==> src/design/drive_ctrl_pkg.sv <==
// Constants, register map and mode encodings for the drive enable and
// axis identifier block.
// Assumes a 32-bit AXI4-Lite register bus and one system clock.
package drive_ctrl_pkg;
    // Register byte offsets
    localparam logic [7:0] OFF_CTRL     = 8'h00;
    localparam logic [7:0] OFF_STORE_ID = 8'h04;
    localparam logic [7:0] OFF_BASE_ID  = 8'h08;
    localparam logic [7:0] OFF_ENC_RES  = 8'h0C;
    localparam logic [7:0] OFF_STEPS    = 8'h10;
    localparam logic [7:0] OFF_CPS      = 8'h14;
    localparam logic [7:0] OFF_SNAP     = 8'h18;
    localparam logic [7:0] OFF_STATUS   = 8'h1C;
    localparam logic [7:0] OFF_PRESET   = 8'h20;

    // Control register fields
    localparam int CTRL_EN_LSB  = 0;
    localparam int CTRL_ID_LSB  = 2;
    localparam int CTRL_NO_IO   = 4;
    localparam int CTRL_DIR     = 5;
    localparam int CTRL_CHAIN   = 6;

    // Reset values and axis identifier limit
    localparam logic [6:0]  RST_STORE_ID = 7'h01;
    localparam logic [6:0]  RST_BASE_ID  = 7'h00;
    localparam logic [31:0] RST_ENC_RES  = 32'h0000_1000;
    localparam logic [15:0] RST_STEPS    = 16'h00C8;
    localparam logic [15:0] RST_PRESET   = 16'h0000;
    localparam logic [6:0]  ID_MAX       = 7'h7F;

    // AXI responses
    localparam logic [1:0] RESP_OKAY   = 2'b00;
    localparam logic [1:0] RESP_SLVERR = 2'b10;

    // Divider length in cycles
    localparam logic [5:0] DIV_STEPS = 6'h20;

    typedef enum logic [1:0] {
        EN_UNUSED = 2'b00,
        EN_BUS    = 2'b01,
        EN_DRIVE  = 2'b10,
        EN_BOTH   = 2'b11
    } en_mode_t;

    typedef enum logic [1:0] {
        ID_STORED = 2'b00,
        ID_SWITCH = 2'b01,
        ID_BASE   = 2'b10,
        ID_DYN    = 2'b11
    } id_mode_t;
endpackage

==> src/design/drive_enable_and_node_axis_identifier_select.sv <==
// Enable gating, axis identifier selection, capture snapshot and step
// scaling for a servo drive, with an AXI4-Lite register slave.
// Assumes pins arrive asynchronously and bus message strobes and the
// encoder count come from logic on sys_clk_i.
`timescale 1ns/1ps
`default_nettype none

module drive_enable_and_node_axis_identifier_select
    import drive_ctrl_pkg::*;
(
    input  wire  logic        sys_clk_i,
    input  wire  logic        sys_rst_i,
    // AXI4-Lite slave
    input  wire  logic [7:0]  s_axi_awaddr,
    input  wire  logic        s_axi_awvalid,
    output logic              s_axi_awready,
    input  wire  logic [31:0] s_axi_wdata,
    input  wire  logic [3:0]  s_axi_wstrb,
    input  wire  logic        s_axi_wvalid,
    output logic              s_axi_wready,
    output logic [1:0]        s_axi_bresp,
    output logic              s_axi_bvalid,
    input  wire  logic        s_axi_bready,
    input  wire  logic [7:0]  s_axi_araddr,
    input  wire  logic        s_axi_arvalid,
    output logic              s_axi_arready,
    output logic [31:0]       s_axi_rdata,
    output logic [1:0]        s_axi_rresp,
    output logic              s_axi_rvalid,
    input  wire  logic        s_axi_rready,
    // Pins
    input  wire  logic        capture_n_i,
    input  wire  logic        ext_enable_i,
    input  wire  logic        conn_enable_i,
    input  wire  logic [3:0]  address_switch_bank_i,
    output logic              chain_enable_o,
    output logic              chain_enable_oe_o,
    // Core side
    input  wire  logic [31:0] encoder_count_i,
    input  wire  logic        rx_msg_valid_i,
    input  wire  logic        rx_msg_axis_i,
    input  wire  logic        rx_dyn_id_valid_i,
    input  wire  logic [6:0]  rx_dyn_id_i,
    input  wire  logic        tx_req_i,
    output logic              rx_accept_o,
    output logic              tx_grant_o,
    output logic              drive_enable_o,
    output logic              preset_active_o,
    output logic              preset_dir_o,
    output logic [15:0]       preset_cmd_o,
    output logic [6:0]        node_axis_identifier_o,
    output logic              id_valid_o
);
    import drive_ctrl_pkg::*;

    // ----------------------------------------------------------------
    // Input synchronisers
    // ----------------------------------------------------------------
    logic [6:0] meta_q;
    logic [6:0] sync_q;
    logic       cap_prev_q;

    // Two stages for every pin before use
    always_ff @(posedge sys_clk_i) begin
        meta_q     <= {capture_n_i, ext_enable_i, conn_enable_i,
                       address_switch_bank_i};
        sync_q     <= meta_q;
        cap_prev_q <= sync_q[6];
    end

    wire       cap_s   = sync_q[6];
    wire       ext_s   = sync_q[5];
    wire       conn_s  = sync_q[4];
    wire [3:0] sw_s    = sync_q[3:0];
    wire       cap_fall = cap_prev_q & ~cap_s;

    // ----------------------------------------------------------------
    // Registers
    // ----------------------------------------------------------------
    logic [6:0]  ctrl_q;
    logic [6:0]  store_id_q;
    logic [6:0]  base_id_q;
    logic [31:0] enc_res_q;
    logic [15:0] steps_q;
    logic [15:0] preset_q;
    logic [31:0] snap_q;
    logic [31:0] cps_q;

    wire en_mode_t en_mode = en_mode_t'(ctrl_q[CTRL_EN_LSB +: 2]);
    wire id_mode_t id_mode = id_mode_t'(ctrl_q[CTRL_ID_LSB +: 2]);
    wire           no_io   = ctrl_q[CTRL_NO_IO];

    // ----------------------------------------------------------------
    // AXI4-Lite write channel
    // ----------------------------------------------------------------
    logic        aw_got_q;
    logic        w_got_q;
    logic [7:0]  waddr_q;
    logic [31:0] wdata_q;
    logic [3:0]  wstrb_q;

    wire aw_hs   = s_axi_awvalid & s_axi_awready;
    wire w_hs    = s_axi_wvalid & s_axi_wready;
    wire wr_go   = aw_got_q & w_got_q & ~s_axi_bvalid;
    wire [31:0] wmask = {{8{wstrb_q[3]}}, {8{wstrb_q[2]}},
                         {8{wstrb_q[1]}}, {8{wstrb_q[0]}}};
    wire wr_ctrl  = wr_go & (waddr_q == OFF_CTRL);
    wire wr_store = wr_go & (waddr_q == OFF_STORE_ID);
    wire wr_base  = wr_go & (waddr_q == OFF_BASE_ID);
    wire wr_res   = wr_go & (waddr_q == OFF_ENC_RES);
    wire wr_steps = wr_go & (waddr_q == OFF_STEPS);
    wire wr_pre   = wr_go & (waddr_q == OFF_PRESET);
    wire wr_ok    = wr_ctrl | wr_store | wr_base | wr_res | wr_steps | wr_pre;
    wire [31:0] wmerged_res = (enc_res_q & ~wmask) | (wdata_q & wmask);
    wire [31:0] wnew = wdata_q & wmask;

    // Address and data taken in either order, response after both
    always_ff @(posedge sys_clk_i) begin
        if (sys_rst_i) begin
            aw_got_q      <= 1'b0;
            w_got_q       <= 1'b0;
            s_axi_awready <= 1'b0;
            s_axi_wready  <= 1'b0;
            s_axi_bvalid  <= 1'b0;
            s_axi_bresp   <= RESP_OKAY;
            waddr_q       <= 8'h00;
            wdata_q       <= 32'h0000_0000;
            wstrb_q       <= 4'h0;
        end else begin
            s_axi_awready <= ~aw_got_q & ~aw_hs;
            s_axi_wready  <= ~w_got_q & ~w_hs;
            if (aw_hs) begin
                aw_got_q <= 1'b1;
                waddr_q  <= {s_axi_awaddr[7:2], 2'b00};
            end
            if (w_hs) begin
                w_got_q <= 1'b1;
                wdata_q <= s_axi_wdata;
                wstrb_q <= s_axi_wstrb;
            end
            if (wr_go) begin
                aw_got_q     <= 1'b0;
                w_got_q      <= 1'b0;
                s_axi_bvalid <= 1'b1;
                s_axi_bresp  <= wr_ok ? RESP_OKAY : RESP_SLVERR;
            end else if (s_axi_bvalid & s_axi_bready) begin
                s_axi_bvalid <= 1'b0;
            end
        end
    end

    // Writable configuration; store id defaults to factory value
    always_ff @(posedge sys_clk_i) begin
        if (sys_rst_i) begin
            ctrl_q     <= 7'h00;
            store_id_q <= RST_STORE_ID;
            base_id_q  <= RST_BASE_ID;
            enc_res_q  <= RST_ENC_RES;
            steps_q    <= RST_STEPS;
            preset_q   <= RST_PRESET;
        end else begin
            if (wr_ctrl & wstrb_q[0]) ctrl_q <= wdata_q[6:0];
            if (wr_store & wstrb_q[0]) store_id_q <= wdata_q[6:0];
            if (wr_base & wstrb_q[0]) base_id_q <= wdata_q[6:0];
            if (wr_res) enc_res_q <= wmerged_res;
            if (wr_steps) steps_q <= (steps_q & ~wmask[15:0]) | wnew[15:0];
            if (wr_pre) preset_q <= (preset_q & ~wmask[15:0]) | wnew[15:0];
        end
    end

    // ----------------------------------------------------------------
    // Capture snapshot
    // ----------------------------------------------------------------
    always_ff @(posedge sys_clk_i) begin
        if (sys_rst_i) begin
            snap_q <= 32'h0000_0000;
        end else if (cap_fall) begin
            snap_q <= encoder_count_i;
        end
    end

    // ----------------------------------------------------------------
    // Counts per step divider (restoring, one bit a cycle)
    // ----------------------------------------------------------------
    logic        busy_q;
    logic [5:0]  div_cnt_q;
    logic [32:0] rem_q;
    logic [31:0] quo_q;
    logic        div_kick_q;

    wire [32:0] rem_sh  = {rem_q[31:0], quo_q[31]};
    wire [32:0] rem_sub = rem_sh - {17'h0_0000, steps_q};
    wire        take    = ~rem_sub[32];

    // Restart after every resolution or steps write
    always_ff @(posedge sys_clk_i) begin
        if (sys_rst_i) begin
            div_kick_q <= 1'b1;
            busy_q     <= 1'b0;
            div_cnt_q  <= 6'h00;
            rem_q      <= 33'h0_0000_0000;
            quo_q      <= 32'h0000_0000;
            cps_q      <= 32'h0000_0000;
        end else begin
            div_kick_q <= wr_res | wr_steps;
            if (div_kick_q) begin
                busy_q    <= (steps_q != 16'h0000);
                div_cnt_q <= DIV_STEPS;
                rem_q     <= 33'h0_0000_0000;
                quo_q     <= enc_res_q;
                if (steps_q == 16'h0000) cps_q <= 32'hFFFF_FFFF;
            end else if (busy_q) begin
                rem_q     <= take ? rem_sub : rem_sh;
                quo_q     <= {quo_q[30:0], take};
                div_cnt_q <= div_cnt_q - 6'h01;
                if (div_cnt_q == 6'h01) begin
                    busy_q <= 1'b0;
                    cps_q  <= {quo_q[30:0], take};
                end
            end
        end
    end

    // ----------------------------------------------------------------
    // Enable mode decode
    // ----------------------------------------------------------------
    wire bus_gated = (en_mode == EN_BUS) | (en_mode == EN_BOTH);
    wire drv_ext   = (en_mode == EN_DRIVE) | (en_mode == EN_BOTH);
    wire bus_en_w  = no_io | ~bus_gated | ext_s;
    wire drv_en_w  = no_io | (drv_ext ? ext_s : conn_s);

    // ----------------------------------------------------------------
    // Axis identifier selection
    // ----------------------------------------------------------------
    logic [6:0] dyn_id_q;
    logic       dyn_done_q;

    wire [7:0] base_sum = {1'b0, base_id_q} + {4'h0, sw_s};
    wire       sum_ovf  = base_sum > {1'b0, ID_MAX};
    wire [6:0] id_sel =
        (id_mode == ID_SWITCH) ? {3'b000, sw_s} :
        (id_mode == ID_BASE)   ? (sum_ovf ? 7'h00 : base_sum[6:0]) :
        (id_mode == ID_DYN)    ? dyn_id_q :
                                 store_id_q;

    // First dynamic assignment after power up is kept
    always_ff @(posedge sys_clk_i) begin
        if (sys_rst_i) begin
            dyn_id_q   <= 7'h00;
            dyn_done_q <= 1'b0;
        end else if (rx_dyn_id_valid_i & bus_en_w & ~dyn_done_q) begin
            dyn_id_q   <= rx_dyn_id_i;
            dyn_done_q <= 1'b1;
        end
    end

    // ----------------------------------------------------------------
    // Registered outputs
    // ----------------------------------------------------------------
    wire rx_ok = rx_msg_valid_i & bus_en_w &
                 (~rx_msg_axis_i | (node_axis_identifier_o != 7'h00));

    always_ff @(posedge sys_clk_i) begin
        if (sys_rst_i) begin
            rx_accept_o            <= 1'b0;
            tx_grant_o             <= 1'b0;
            drive_enable_o         <= 1'b0;
            preset_active_o        <= 1'b0;
            preset_dir_o           <= 1'b0;
            preset_cmd_o           <= 16'h0000;
            node_axis_identifier_o <= RST_STORE_ID;
            id_valid_o             <= 1'b0;
            chain_enable_o         <= 1'b0;
            chain_enable_oe_o      <= 1'b0;
        end else begin
            rx_accept_o            <= rx_ok;
            tx_grant_o             <= tx_req_i & bus_en_w;
            drive_enable_o         <= drv_en_w;
            preset_active_o        <= no_io;
            preset_dir_o           <= ctrl_q[CTRL_DIR];
            preset_cmd_o           <= preset_q;
            node_axis_identifier_o <= id_sel;
            id_valid_o             <= (id_sel != 7'h00);
            chain_enable_o         <= 1'b0;
            chain_enable_oe_o      <= ctrl_q[CTRL_CHAIN];
        end
    end

    // ----------------------------------------------------------------
    // AXI4-Lite read channel
    // ----------------------------------------------------------------
    wire [7:0] raddr = {s_axi_araddr[7:2], 2'b00};
    wire [31:0] status_w = {16'h0000, sw_s, busy_q, bus_en_w, drv_en_w,
                            ext_s, id_valid_o, node_axis_identifier_o};
    wire rd_hit = (raddr <= OFF_PRESET);
    wire [31:0] rd_mux =
        (raddr == OFF_CTRL)     ? {25'h0, ctrl_q} :
        (raddr == OFF_STORE_ID) ? {25'h0, store_id_q} :
        (raddr == OFF_BASE_ID)  ? {25'h0, base_id_q} :
        (raddr == OFF_ENC_RES)  ? enc_res_q :
        (raddr == OFF_STEPS)    ? {16'h0000, steps_q} :
        (raddr == OFF_CPS)      ? cps_q :
        (raddr == OFF_SNAP)     ? snap_q :
        (raddr == OFF_STATUS)   ? status_w :
        (raddr == OFF_PRESET)   ? {16'h0000, preset_q} :
                                  32'h0000_0000;

    // One read at a time; data held until accepted
    always_ff @(posedge sys_clk_i) begin
        if (sys_rst_i) begin
            s_axi_arready <= 1'b0;
            s_axi_rvalid  <= 1'b0;
            s_axi_rdata   <= 32'h0000_0000;
            s_axi_rresp   <= RESP_OKAY;
        end else if (s_axi_arvalid & s_axi_arready) begin
            s_axi_arready <= 1'b0;
            s_axi_rvalid  <= 1'b1;
            s_axi_rdata   <= rd_mux;
            s_axi_rresp   <= rd_hit ? RESP_OKAY : RESP_SLVERR;
        end else if (s_axi_rvalid) begin
            s_axi_rvalid  <= ~s_axi_rready;
            s_axi_arready <= s_axi_rready;
        end else begin
            s_axi_arready <= 1'b1;
        end
    end
endmodule

`default_nettype wire
==> config.mk <==
export PLATFORM = sky130hd
export DESIGN_NAME = drive_enable_and_node_axis_identifier_select
export DESIGN_NICKNAME = d
export VERILOG_FILES = /design/src/design/drive_ctrl_pkg.sv /design/src/design/drive_enable_and_node_axis_identifier_select.sv
export SDC_FILE = /design/constraint.sdc
export NUM_CORES = 1
export LEC_CHECK = 0
export BUFFER_PORTS_ARGS = -buffer_cell sky130_fd_sc_hd__buf_2
export CAP_MARGIN = 0
export CELL_PAD_IN_SITES_DETAIL_PLACEMENT = 1
export CELL_PAD_IN_SITES_GLOBAL_PLACEMENT = 2
export CORE_UTILIZATION = 38
export CTS_CLUSTER_SIZE = 25
export DETAILED_ROUTE_END_ITERATION = 16
export GPL_ROUTABILITY_DRIVEN = 0
export PLACE_DENSITY = 0.9
export SYNTH_ARGS = -nofsm -noshare
export SYNTH_HDL_FRONTEND = slang
export SYNTH_SLANG_ARGS = --single-unit
==> constraint.sdc <==
create_clock -name sys_clk_i -period 6 [get_ports sys_clk_i]
set_clock_uncertainty 0.05 [all_clocks]
set_input_delay 0.3 -clock sys_clk_i [delete_from_list [all_inputs] [get_ports sys_clk_i]]
set_output_delay 0.3 -clock sys_clk_i [all_outputs]
set_load 0.03 [all_outputs]
==> out/results.txt <==
status: finished, final reports clean
GRT Util Overall: 24.9%
GRT overflow: 0
Rel. slew slack: 24.3%
Max rail drop VDD: 0.000176 V
Die Ht: 202 µm
total I/O pin count: 181
worst-path cell chain: inv_1, ha_1, fa_1, nand2b_1, a2111oi_4, nor2_1, o211ai_4, xor2_4, nand4_1, xor2_1, a21oi_1
Layout area overhead: 23.3%
crit end category: flop
share of layout cells above drive strength 1: 14.5%
met1 usage: 32.9%
Crit-path slowest cell: xor2_4
Die X: 202 µm
Via-to-Cell Ratio: 5.40
Post-Route WL: 51000 µm
M3 GR Usage: 3.19%
final setup TNS: 0 ps
Placement Cell Area: 16400 µm²
Max-Cap Viols: 0
startpoint types: flop
DRT iter0 DRCs: 811
global routing usage on met2: 42.0%
design area: 18700 µm²
DR WL/cell: 19.8 µm
# rows: 72
Skew-Pair Late Insertion Delay: 580 ps
clock sink total: 357
GRT Max-Usage Layer: met2
Fmax achieved: 264 MHz
ant diodes: 0
critical path class: flop to flop
power density over cell area: 296 nW/µm²
hpwl dp: 34100 µm
vias in the first global route: 14.4k
vias: 13.9k
root buf cell: clkbuf_16
Synth Warn #: 0
Residual DRC: 0
post-synthesis area per instance: 8.39 µm²
Initial Util: 38.9%
minimum clock period: 3790 ps
CTS clk-pin slew, worst paths: 60 ps
Final Setup Violations: 0
Seq/Total Area, Yosys: 47.1%
synthesized flop and latch total: 357
Pre-antenna DRT Iters: 7
post-CTS setup buffers: 0
core area: 39000 µm²
Mapped Area: 15200 µm²
final core occ: 48.0%
H-tree levels: 2
Inserted Clock Buffers: 41
Max Slew Vio Count: 0
CTS tree: built
Hold Vio Cnt, Final: 0
CP Buf/Inv Count: 1
global-route wire length before repair: 80500 µm
Fillers: 4638
antenna violations before repair: 0
critical path's top delay family: XOR/XNOR gates
number of synthesized flops with an enable pin: 0
Tcrit/Tclk final: 63.1%
NumNets Final: 2159
final hold slack: 38.4 ps
RSZ-0062 raised after global routing: no
CP max stage delay: 830 ps
Top FF cell, synth: dfxtp_1
PnR worst setup slack: 2210 ps
port bufs: 173
Crit path arrival time: 4150 ps
CP Max Fanout: 28
ys async rst share: 0%
Longest Clk Path Bufs: 3
Yosys cell types: 69
post-route ant nets: 0
die area: 40800 µm²
Syn Inst Count: 1810
Worst-Margin Slew: 1120 ps
Leak Pwr: 7.17 nW
dpl ws: 2220 ps
Hold Crit Class: input port to flop
largest net degree at the start of global routing: 109
Critical Path RT: 6360 ps
[Yosys cell counts, types with 22 or more instances]
cell	instances	area (µm²)
nor2b_1	31	194
nor3_1	84	420
inv_1	25	93.8
nand3_1	22	110
nor2_1	266	998
mux2i_1	109	1090
xnor2_1	22	193
nand2_1	264	991
a21oi_1	228	1140
clkbuf_1	91	342
o21ai_0	38	190
dfxtp_1	357	7150
a22oi_1	35	263
ha_1	22	275
[worst reg2reg max path, cell delays in order (launching register included)]
cell and delay [ps]:
dfxtp_1 450, inv_1 70, ha_1 210, fa_1 410, nand2b_1 230, a2111oi_4 370, nor2_1 170, o211ai_4 300
xor2_4 830, nand4_1 250, xor2_1 200, a21oi_1 80
[worst paths after layout]
check | from | endpoint | slack [ps] | cells past startpoint
max reg2reg | quo_q[31]$_SDFFE_PP0P_ | rem_q[30]$_SDFFE_PP0P_ | 2210 | 11
min reg2reg | meta_q[4]$_DFF_P_ | sync_q[4]$_DFF_P_ | 280 | 0
max | quo_q[31]$_SDFFE_PP0P_ | rem_q[30]$_SDFFE_PP0P_ | 2210 | 11
min | s_axi_awvalid | waddr_q[3]$_SDFFE_PP0P_ | 40 | 3
[metrics by stage]
step,std cells,power [mW]
finish,2575,5.53
global route,2575,5.74
CTS,2575,5.57
detailed placement,2404,3.07
global placement,2404,3.06
floorplan,1812,2.91
[report_power, final]
group,internal (mW),total (mW),switching [mW]
Clock,1.41,2.45,1.04
Combinational,0.242,0.581,0.338
Sequential,2.43,2.50,0.0680
[logic make-up after synthesis]
family | share of synthesized area (%)
other cells | 0.0247
flops | 47.1
buf+inv | 3.72
mux | 7.88
xor+xnor | 2.13
simple gates | 21.7
compound gates | 15.4
fa+ha+maj | 2.08
[cell usage in the layout, fill, tap and decap left out, drive strengths merged, types with 3 or more instances in the layout]
cell type / count
nor4: 12
clkbuf: 56
mux2: 3
xor2: 14
or2: 7
mux4: 3
nand2: 265
o211ai: 8
xnor2: 22
nor2: 270
dlygate4sd3: 97
mux2i: 109
nor2b: 31
conb: 3
nand2b: 15
a22oi: 35
buf: 192
a222oi: 18
clkinv: 14
nand3: 22
a21o: 4
or3: 3
nor3: 86
a211o: 4
a21oi: 229
and2: 10
ha: 22
nor3b: 4
nor4b: 6
o21a: 3
o21ai: 40
o22ai: 4
a31oi: 8
a211oi: 15
a221oi: 7
nand4: 7
inv: 26
dfxtp: 357
[what timing repair did]
action,in CTS,in global routing
hold buffers,97,0
resized for setup,0,0
endpoints found under the hold margin,93,0
[cell type report]
| type | instances | area (µm²) | area share (%) |
|---|---|---|---|
| flip-flops and latches | 357 | 7150 | 38.2 |
| multi-input cells | 1312 | 7520 | 40.2 |
| clock buffers | 56 | 1160 | 6.22 |
| well taps | 518 | 648 | 3.46 |
| repair buffers | 289 | 1990 | 10.6 |
| inverters | 25 | 93.8 | 0.501 |
| clock inverters | 18 | 146 | 0.782 |
[layer usage]
layer / share of wire (%) / up-vias / routed length (µm)
met5: 0 / - / 0
met4: 2.1 / 0 / 1070
met3: 4.4 / 74 / 2250
met2: 48 / 328 / 24500
met1: 46 / 6829 / 23200
li1: - / 6667 / -
Note: power is estimated with default switching activity, not from simulation.
